<file path="src/pwm_chan_pkg.sv">
// Package with register offsets, field positions, reset values and carriers for the PWM channel.
package pwm_chan_pkg;

   // Byte addresses of the channel registers on the APB bus.
   localparam logic [7:0] CTRL_ADDR = 8'h00;
   localparam logic [7:0] PERIOD_ADDR = 8'h04;
   localparam logic [7:0] DUTY_ADDR = 8'h08;
   localparam logic [7:0] COUNTER_ADDR = 8'h0c;
   localparam logic [7:0] STATUS_ADDR = 8'h10;
   localparam logic [7:0] PRESCALE_ADDR = 8'h14;

   // Control register field positions.
   localparam int ENABLE_BIT = 0;
   localparam int POLARITY_BIT = 1;
   localparam int ALIGN_BIT = 2;

   // Status register field positions.
   localparam int STAT_OUT_BIT = 0;
   localparam int STAT_RUN_BIT = 1;

   // Reset values and the counter step.
   localparam logic [7:0] PERIOD_RESET = 8'hff;
   localparam logic [7:0] DUTY_RESET = 8'hff;
   localparam logic [7:0] COUNT_RESET = 8'h00;
   localparam logic [7:0] PRESCALE_RESET = 8'h00;
   localparam logic [7:0] COUNT_ONE = 8'h01;

   // Width of the register file and of the channel data.
   localparam int DATA_W = 8;

   // Software settings for the channel, carried as one group.
   typedef struct packed {
      logic enable;
      logic polarity;
      logic center_align;
   } ctrl_type;

   // Double-buffered values, used both for buffers and active registers.
   typedef struct packed {
      logic [7:0] period;
      logic [7:0] duty;
   } pair_type;

endpackage

</file>
<file path="src/pwm_channel.sv">
// One left-aligned PWM channel with an APB register interface.
`timescale 1ns/100ps

//
// Behaviour
// - A counter read returns the live count and changes nothing.
// - Any counter write clears it, sets up counting, loads buffers and sets the output.
// - With the enable bit clear the counter holds.
// - Setting the enable bit resumes counting from the held value.
// - While disabled, writing zero to the period resets the counter on the next tick.
// - A counter write while running starts a new period at once.
// - The counter returns to zero at the end of every effective period.
// - With the alignment select bit clear the output is left aligned.
// - In left-aligned mode the counter only counts up.
// - A duty match toggles the output flip-flop.
// - A period match resets the counter, sets the output from the polarity bit and loads the buffered values.
// - The count runs from zero to one less than the active period.
module pwm_channel (
   input wire logic CLK_IN, // Bus clock, 50 MHz.
   input wire logic RST_IN, // Asynchronous reset, active high.
   input wire logic PSEL_IN, // APB select.
   input wire logic PENABLE_IN, // APB access phase.
   input wire logic PWRITE_IN, // APB direction, high for write.
   input wire logic [7:0] PADDR_IN, // APB byte address.
   input wire logic [31:0] PWDATA_IN, // APB write data.
   output logic [31:0] PRDATA_OUT, // APB read data.
   output logic PREADY_OUT, // APB ready.
   output logic PSLVERR_OUT, // APB error for unmapped address.
   output logic PWM_OUT // PWM waveform.
);

   pwm_chan_pkg::ctrl_type ctrl_reg;
   pwm_chan_pkg::pair_type buf_reg;
   pwm_chan_pkg::pair_type act_reg;
   logic [7:0] prescale_reg;
   logic [7:0] count_reg;
   logic out_reg;
   logic zero_period_reg;
   logic [31:0] rdata_reg;
   logic tick;
   logic access;
   logic wr;
   logic mapped;
   logic cnt_write;
   logic duty_match;
   logic period_end;
   logic restart;

   // Tells whether an address decodes to one of the channel registers.
   function automatic logic is_mapped(input logic [7:0] addr);
      is_mapped = (addr == pwm_chan_pkg::CTRL_ADDR) || (addr == pwm_chan_pkg::PERIOD_ADDR) ||
         (addr == pwm_chan_pkg::DUTY_ADDR) || (addr == pwm_chan_pkg::COUNTER_ADDR) ||
         (addr == pwm_chan_pkg::STATUS_ADDR) || (addr == pwm_chan_pkg::PRESCALE_ADDR);
   endfunction

   // Output level at the start of a period, taken from the polarity bit.
   function automatic logic start_level(input logic pol);
      start_level = pol;
   endfunction

   // Channel clock enable from the prescaler.
   pwm_tick_divider u_div (
      .CLK_IN(CLK_IN),
      .RST_IN(RST_IN),
      .DIV_IN(prescale_reg),
      .TICK_OUT(tick)
   );

   // The slave answers in the first access cycle, so every access takes two cycles.
   assign access = PSEL_IN && PENABLE_IN;
   assign wr = access && PWRITE_IN;
   assign mapped = is_mapped(PADDR_IN);
   assign PREADY_OUT = 1'b1;
   assign PSLVERR_OUT = access && !mapped;
   assign cnt_write = wr && (PADDR_IN == pwm_chan_pkg::COUNTER_ADDR);

   // Compare logic for the left-aligned counter.
   assign duty_match = (count_reg == act_reg.duty);
   assign period_end = (count_reg + pwm_chan_pkg::COUNT_ONE >= act_reg.period);
   assign restart = ctrl_reg.enable && tick && period_end;

   // Control bits written by software.
   always_ff @(posedge CLK_IN or posedge RST_IN) begin
      if (RST_IN) begin
         ctrl_reg <= '0;
      end else if (wr && PADDR_IN == pwm_chan_pkg::CTRL_ADDR) begin
         ctrl_reg.enable <= PWDATA_IN[pwm_chan_pkg::ENABLE_BIT];
         ctrl_reg.polarity <= PWDATA_IN[pwm_chan_pkg::POLARITY_BIT];
         ctrl_reg.center_align <= PWDATA_IN[pwm_chan_pkg::ALIGN_BIT];
      end
   end

   // Prescaler setting.
   always_ff @(posedge CLK_IN or posedge RST_IN) begin
      if (RST_IN) begin
         prescale_reg <= pwm_chan_pkg::PRESCALE_RESET;
      end else if (wr && PADDR_IN == pwm_chan_pkg::PRESCALE_ADDR) begin
         prescale_reg <= PWDATA_IN[7:0];
      end
   end

   // Buffered period and duty, written by software at any time.
   always_ff @(posedge CLK_IN or posedge RST_IN) begin
      if (RST_IN) begin
         buf_reg.period <= pwm_chan_pkg::PERIOD_RESET;
         buf_reg.duty <= pwm_chan_pkg::DUTY_RESET;
      end else if (wr && PADDR_IN == pwm_chan_pkg::PERIOD_ADDR) begin
         buf_reg.period <= PWDATA_IN[7:0];
      end else if (wr && PADDR_IN == pwm_chan_pkg::DUTY_ADDR) begin
         buf_reg.duty <= PWDATA_IN[7:0];
      end
   end

   // Remembers a zero period written while disabled until the next channel tick.
   always_ff @(posedge CLK_IN or posedge RST_IN) begin
      if (RST_IN) begin
         zero_period_reg <= 1'b0;
      end else if (wr && PADDR_IN == pwm_chan_pkg::PERIOD_ADDR && !ctrl_reg.enable &&
         PWDATA_IN[7:0] == pwm_chan_pkg::COUNT_RESET) begin
         zero_period_reg <= 1'b1;
      end else if (tick || cnt_write) begin
         zero_period_reg <= 1'b0;
      end
   end

   // Active period and duty load from the buffers on a counter write or period end.
   always_ff @(posedge CLK_IN or posedge RST_IN) begin
      if (RST_IN) begin
         act_reg.period <= pwm_chan_pkg::PERIOD_RESET;
         act_reg.duty <= pwm_chan_pkg::DUTY_RESET;
      end else if (cnt_write || restart) begin
         act_reg <= buf_reg;
      end
   end

   // Channel counter: clears on write or period end, holds while disabled, else counts up.
   always_ff @(posedge CLK_IN or posedge RST_IN) begin
      if (RST_IN) begin
         count_reg <= pwm_chan_pkg::COUNT_RESET;
      end else if (cnt_write) begin
         count_reg <= pwm_chan_pkg::COUNT_RESET;
      end else if (zero_period_reg && tick) begin
         count_reg <= pwm_chan_pkg::COUNT_RESET;
      end else if (restart) begin
         count_reg <= pwm_chan_pkg::COUNT_RESET;
      end else if (ctrl_reg.enable && tick) begin
         count_reg <= count_reg + pwm_chan_pkg::COUNT_ONE;
      end
   end

   // Output flip-flop: set by polarity at a new period, toggled on duty match.
   always_ff @(posedge CLK_IN or posedge RST_IN) begin
      if (RST_IN) begin
         out_reg <= 1'b0;
      end else if (cnt_write || restart) begin
         out_reg <= start_level(ctrl_reg.polarity);
      end else if (ctrl_reg.enable && tick && duty_match) begin
         out_reg <= !out_reg;
      end
   end

   // Read data is registered in the setup phase; reads have no side effects.
   always_ff @(posedge CLK_IN or posedge RST_IN) begin
      if (RST_IN) begin
         rdata_reg <= '0;
      end else if (PSEL_IN && !PENABLE_IN && !PWRITE_IN) begin
         rdata_reg <= '0;
         unique case (PADDR_IN)
            pwm_chan_pkg::CTRL_ADDR: begin
               rdata_reg[pwm_chan_pkg::ENABLE_BIT] <= ctrl_reg.enable;
               rdata_reg[pwm_chan_pkg::POLARITY_BIT] <= ctrl_reg.polarity;
               rdata_reg[pwm_chan_pkg::ALIGN_BIT] <= ctrl_reg.center_align;
            end
            pwm_chan_pkg::PERIOD_ADDR: begin
               rdata_reg[7:0] <= buf_reg.period;
            end
            pwm_chan_pkg::DUTY_ADDR: begin
               rdata_reg[7:0] <= buf_reg.duty;
            end
            pwm_chan_pkg::COUNTER_ADDR: begin
               rdata_reg[7:0] <= count_reg;
            end
            pwm_chan_pkg::STATUS_ADDR: begin
               rdata_reg[pwm_chan_pkg::STAT_OUT_BIT] <= out_reg;
               rdata_reg[pwm_chan_pkg::STAT_RUN_BIT] <= ctrl_reg.enable;
            end
            pwm_chan_pkg::PRESCALE_ADDR: begin
               rdata_reg[7:0] <= prescale_reg;
            end
            default: begin
               rdata_reg <= '0;
            end
         endcase
      end
   end

   assign PRDATA_OUT = rdata_reg;

   // Left-aligned output only; the alignment bit is stored but center mode is absent.
   assign PWM_OUT = out_reg;

endmodule

</file>
<file path="src/pwm_tick_divider.sv">
// Prescaler that makes the one-cycle channel clock enable from the bus clock.
`timescale 1ns/100ps
module pwm_tick_divider (
   input wire logic CLK_IN, // Bus clock.
   input wire logic RST_IN, // Asynchronous reset, active high.
   input wire logic [7:0] DIV_IN, // Divide value minus one.
   output logic TICK_OUT // One-cycle pulse at the channel rate.
);

   logic [7:0] cnt_reg;

   // Counts down from the divide value minus one and pulses when it wraps.
   always_ff @(posedge CLK_IN or posedge RST_IN) begin
      if (RST_IN) begin
         cnt_reg <= pwm_chan_pkg::COUNT_RESET;
      end else if (cnt_reg == pwm_chan_pkg::COUNT_RESET) begin
         cnt_reg <= DIV_IN;
      end else begin
         cnt_reg <= cnt_reg - pwm_chan_pkg::COUNT_ONE;
      end
   end

   // The tick is the wrap of the counter.
   assign TICK_OUT = (cnt_reg == pwm_chan_pkg::COUNT_RESET);

endmodule

</file>
<file path="config.mk">
export PLATFORM = sky130hd
export DESIGN_NAME = pwm_channel
export DESIGN_NICKNAME = d
export VERILOG_FILES = /design/src/pwm_chan_pkg.sv /design/src/pwm_channel.sv /design/src/pwm_tick_divider.sv
export SDC_FILE = /design/constraint.sdc
export NUM_CORES = 1
export LEC_CHECK = 0
export BUFFER_PORTS_ARGS = -buffer_cell sky130_fd_sc_hd__buf_2
export CAP_MARGIN = 10
export CORE_UTILIZATION = 50
export DETAILED_ROUTE_END_ITERATION = 7
export HOLD_SLACK_MARGIN = 0.03
export PLACE_DENSITY = 0.74
export SYNTH_ARGS = -nofsm -noshare
export SYNTH_HDL_FRONTEND = slang
export SYNTH_SLANG_ARGS = --single-unit
</file>
<file path="constraint.sdc">
create_clock -name CLK_IN -period 3.2 [get_ports CLK_IN]
set_clock_uncertainty 0.05 [all_clocks]
set_input_delay 0.32 -clock CLK_IN [delete_from_list [all_inputs] [get_ports CLK_IN]]
set_output_delay 0.32 -clock CLK_IN [all_outputs]
set_load 0.005 [all_outputs]
</file>
== Yosys cells after proc, flatten, opt, wreduce, memory -nomap -nowiden ==
Index checks and enable logic that the tools add are counted.

* Register bits after elaboration: 69
* Input port bits: 45
* Output and inout bits: 35
* Logic and storage cells: 70

* Add/sub/neg operators: 2
* Order comparisons: 1
* Equality and inequality tests: 6
* Muxes and demuxes: 12
* Bitwise logic cells: 1
* Reduce and logical (&&, ||, !) cells: 35

{| class="wikitable"
|+ Operators by type and width
! cell !! count
|-
| $mux W8 || 5
|-
| $logic_not A8 Y1 || 3
|-
| $pmux W5 S4 || 1
|-
| $eq A8 B4 Y1 const B || 2
|-
| $eq A8 B5 Y1 const B || 2
|-
| $logic_and A1 B1 Y1 || 16
|-
| $pmux W2 S6 || 1
|-
| $add A8 B1 Y8 const B || 1
|-
| $eq A8 B3 Y1 const B || 1
|-
| $eq A8 B8 Y1 || 1
|-
| $ge A8 B8 Y1 || 1
|-
| $sub A8 B1 Y8 const B || 1
|-
| $logic_or A1 B1 Y1 || 7
|-
| $logic_not A1 Y1 || 5
|-
| $pmux W1 S5 || 1
|-
| $mux W1 || 4
|-
| $reduce_bool A2 Y1 || 2
|-
| $reduce_bool A4 Y1 || 1
|-
| $reduce_and A2 Y1 || 1
|-
| $not A1 Y1 || 1
|}

== Logic depth before layout (Yosys ltp) ==
* Depth after elaboration: 8
* Mapped depth: 11

== Cells and area by module ==
A second synthesis with hierarchy kept.

* Cells, all modules: 348
* Area total of the unflattened synthesis: 3862.5 um2

{| class="wikitable"
|+ By module, submodules not included
! module !! times used !! cells an instance !! area an instance (um2) !! sequential area each (um2)
|-
| pwm_channel || 1 || 299 || 3384.5 || 1566.5
|-
| pwm_tick_divider || 1 || 49 || 478.0 || 200.2
|}

== Worst setup path after synthesis ==
No wires, ideal clock.

* Path type: flip-flop to flip-flop
* Start: register count_reg[0]
* End: register act_reg[0] (netlist bit)
* Setup time: 0.082 ns
* Arrival: 2.765 ns
* Slack: 0.303 ns
* Cell stages (with the launch flop): 12
* Path buffers: 1
* Period minus slack after synthesis: 2.897 ns
* Cell sequence: dfrtp_1 > ha_1 > and3_1 > nand3_1 > xnor2_1 > ha_1 > nand2_1 > o21ai_1 > a31oi_4 > o21ai_4 > buf_6 > mux2_4

* Cells in the longest elaborated chain, start to end: 4

{| class="wikitable"
|+ Ends and longest elaborated chain
! item !! line !! source
|-
| start: declaration || pwm_channel.sv:36 || <nowiki>logic [7:0] count_reg;</nowiki>
|-
| start signal: assignment || pwm_channel.sv:139 || <nowiki>count_reg <= pwm_chan_pkg::COUNT_RESET;</nowiki>
|-
| start signal: assignment || pwm_channel.sv:141 || <nowiki>count_reg <= pwm_chan_pkg::COUNT_RESET;</nowiki>
|-
| start signal: assignment || pwm_channel.sv:143 || <nowiki>count_reg <= pwm_chan_pkg::COUNT_RESET;</nowiki>
|-
| $add A8 B1 Y8 || pwm_channel.sv:79 || <nowiki>assign period_end = (count_reg + pwm_chan_pkg::COUNT_ONE >= act_reg.period);</nowiki>
|-
| $ge A8 B8 Y1 || pwm_channel.sv:79 ||
|-
| $logic_and A1 B1 Y1 || pwm_channel.sv:80 || <nowiki>assign restart = ctrl_reg.enable && tick && period_end;</nowiki>
|-
| $logic_or A1 B1 Y1 || pwm_channel.sv:131 || <nowiki>end else if (cnt_write || restart) begin</nowiki>
|-
| end signal: assignment || pwm_channel.sv:132 || <nowiki>act_reg <= buf_reg;</nowiki>
|-
| end: declaration || pwm_channel.sv:34 || <nowiki>pwm_chan_pkg::pair_type act_reg;</nowiki>
|}

Every way passes these cells.
A chain may end at the register's enable or synchronous reset.

== Worst setup path after layout ==
* Start: register count_reg[2]
* End: register act_reg[0] (netlist bit)

The elaborated chain is that of the path after synthesis.

==> run_results.csv <==
group,metric,value,unit
synthesis,syn-mean-instance-area,11.2,um^2
floorplan,rows,32,
grt,antenna_found_initial,0,
pwr,p_clk_frac,0.313,
cts,insertion_delay,0.35,ns
floorplan,die_h,90.8,um
timing,max_freq,0.344,GHz
worst_setup_path,crit_arrival,3.13,ns
place,numPortBuffers,30,
drt,firstDrtPassIters,4,
place,place_congestion,0.799,
cts,cts-root-buf,"clkbuf_8",
place,post-dp-hpwl,6.18,mm
synthesis,ys_seq_area_frac,0.448,
worst_hold_path,min_from,"PWDATA_IN[4]",
grt,grt.met1_usage,0.283,
floorplan,die_x,90.8,um
cells_and_area,fin_nets,444,
drt,wirelength,8.52,mm
floorplan,die_area,8250,um^2
cts,cts_buffers,9,
floorplan,initial_core_util,0.513,
timing,grt_setup_unrepaired,"false",
cts,cts.clk_slew.worst_paths,0.08,ns
grt,busiest_layer,"met2",
worst_setup_path,required,3.43,ns
worst_setup_path,cp_max_fo,8,
synthesis,synth.distinct_cells,55,
worst_hold_path,worstHoldEndpoint,"buf_reg[4]",
floorplan,core,7690,um^2
pwr,netSwitchingFraction,0.334,
drt,drcViolationCount,0,
grt,grt_pass1_wl,14.1,mm
run,maxCapViolations,0,
cts,clk_path_buf_depth,2,
timing,worstMarginPinSlew,0.757,ns
timing,setup_violations,0,
cells_and_area,final_core_util,0.570,
cells_and_area,n_antenna_cell,0,
drt,first_iter_violations,165,
cells_and_area,fin_area,4380,um^2
timing,hold_violations,0,
worst_setup_path,end_kind,"register",
timing,max_slew_margin,0.492,
place,place_area,4150,um^2
worst_setup_path,startpoint,"count_reg[2]",
worst_setup_path,crit_path_start_kind,"register",
worst_setup_path,reg2reg_to,"act_reg[0]",
synthesis,synth_largest_area_cell,"dfrtp_1",
timing,fin_ws,0.293,ns
worst_setup_path,reg2reg_slack,0.29,ns
floorplan,ios,80,
grt,use_met3,0.0488,
worst_hold_path,hold_path_depth,2,
synthesis,synth.area.top_cells,"dfrtp_1, dfstp_2, mux2_2",
run_status,status,"finished clean",
grt,grt_pass1_vias,2769,
timing,holdWs,0.202,ns
grt,grt_max_degree,58,
drt,via_per_inst,5.68,
timing,finalSetupTns,0,ns
cells_and_area,drive_above_1_share,0.369,
synthesis,synthArstFlopShare,1.00,
cts,clock-sinks,69,
cts,h-tree-depth,3,
drt,vias,2811,
cts,cts_setup_buffers,0,
timing,drv_slew,0,
synthesis,syn-cell-area,3950,um^2
cts,cts_resized,0,
worst_setup_path,r2r_start,"count_reg[2]",
pwr,ir_drop,0.331,mV
pwr,seqPwrFrac,0.407,
timing,period_minus_slack,2.91,ns
pwr,combPwrFrac,0.280,
cells_and_area,fin_cells,495,
synthesis,netlist.area_leader.share,0.235,
pwr,powerDensity,579,nW/um^2
worst_hold_path,hold_path_class,"in2reg",
pwr,power.internal,1.69,mW
place,placed_cells,478,
synthesis,ys.flop_type,"dfrtp_1",
grt,grt.overflow.total,0,
synthesis,synth-seq-cells,69,
worst_setup_path,path_class,"reg2reg",
pwr,total_power,2.54,mW
timing,period_share,0.908,
pwr,leakage,1.96,nW
cts,cts_tree,"done",
synthesis,synth_edf_count,0,
drt,wl_per_cell,17.2,um
place,pre_cts_ws,0.320,ns
pwr,p_switching,0.849,mW
synthesis,syn_inst,351,
cells_and_area,area_delta_synth_final,11.1,%
drt,final_antenna_net_count,0,
grt,grt_usage,0.222,
synthesis,synth_warnings,0,
worst_setup_path,reg2reg_depth,10,
grt,use_met2,0.374,
-- routing by layer --
| metal | wire, um | vias up |
|---|---|---|
| li1 | - | 1290 |
| met1 | 3740 | 1415 |
| met4 | 89 | 0 |
| met2 | 4260 | 98 |
| met5 | 0 | - |
| met3 | 427 | 8 |
-- critical path: stages, from the launching register on --
cell     delay [ns]
dfrtp_1        0.54
nand4_1        0.19
or2_2          0.35
xnor2_1        0.14
ha_1           0.30
nand2_1        0.06
nor2_1         0.36
a31oi_4        0.16
o21ai_4        0.19
buf_4          0.19
mux2_4         0.31
-- cell usage after synthesis, types with 2 or more instances --
library cell,instances
nor2_1,11
o31a_1,2
a21oi_1,11
mux2_2,33
a22o_1,8
nand2b_1,4
dfstp_2,32
a311oi_1,3
o21ai_0,14
nor3_1,6
clkbuf_1,9
mux2i_1,13
mux2_4,10
xor2_1,3
nand2_1,30
dfrtp_1,37
conb_1,2
nand4_1,6
inv_1,12
buf_4,25
xnor2_1,15
ha_1,11
or3_1,2
and3_1,2
nor3_2,2
mux4_2,3
o22ai_1,6
buf_2,2
nand4b_1,2
nand3_1,10
-- worst max-delay path by stage --
stage	endpoint	depth (start not counted)
3_5_place_dp	act_reg[7]	10
2_1_floorplan	act_reg[0]	11
6_report	act_reg[0]	10
4_1_cts	act_reg[0]	10
3_3_place_gp	act_reg[12]	10
5_1_grt	act_reg[0]	11
-- power groups by stage --
stage | sequential [mW] | combinational (mW) | clock [mW]
6_report | 1.03 | 0.711 | 0.795
5_1_grt | 1.04 | 0.783 | 0.838
4_1_cts | 1.03 | 0.708 | 0.808
3_5_place_dp | 1.04 | 0.702 | 0
3_3_place_gp | 1.04 | 0.677 | 0
2_1_floorplan | 1.02 | 0.533 | 0
-- timing repair --
| action | 4_1_cts | 5_1_grt |
|---|---|---|
| hold buffers | 1 | 0 |
| endpoints found under the setup margin | 0 | 0 |
| hold endpoints to repair | 4 | 0 |
-- final cells by class --
cell class                      count  area (um^2)
Clock buffer                        9          124
Fill cell                         614         3300
Inverter                           12         45.0
Sequential cell                    69         1770
Timing Repair Buffer               41          248
Clock inverter                      7         98.8
Multi-Input combinational cell    255         1970
Tap cell                          102          128
-- cell families after synthesis --
group / share of synthesized area
xor gates and xnor gates: 0.0400
AOI/OAI and AO/OA: 0.0986
other: 0.00190
DFF: 0.448
muxes: 0.182
buffers and inverters: 0.0739
adders and majority gates: 0.0349
and+or+nand+nor: 0.121
-- layout by cell type, fill, tap and decap left out, types with 10 or more instances in the layout --
cell,n
dfrtp_1,37
o21ai_0,14
mux2i_1,13
dfstp_2,32
ha_1,11
mux2_2,33
nand3_1,10
inv_1,11
xnor2_1,15
conb_1,25
buf_2,30
nor2_1,11
nand2_1,30
mux2_4,10
a21oi_1,11
No activity file was read; power rests on OpenSTA's default activity.
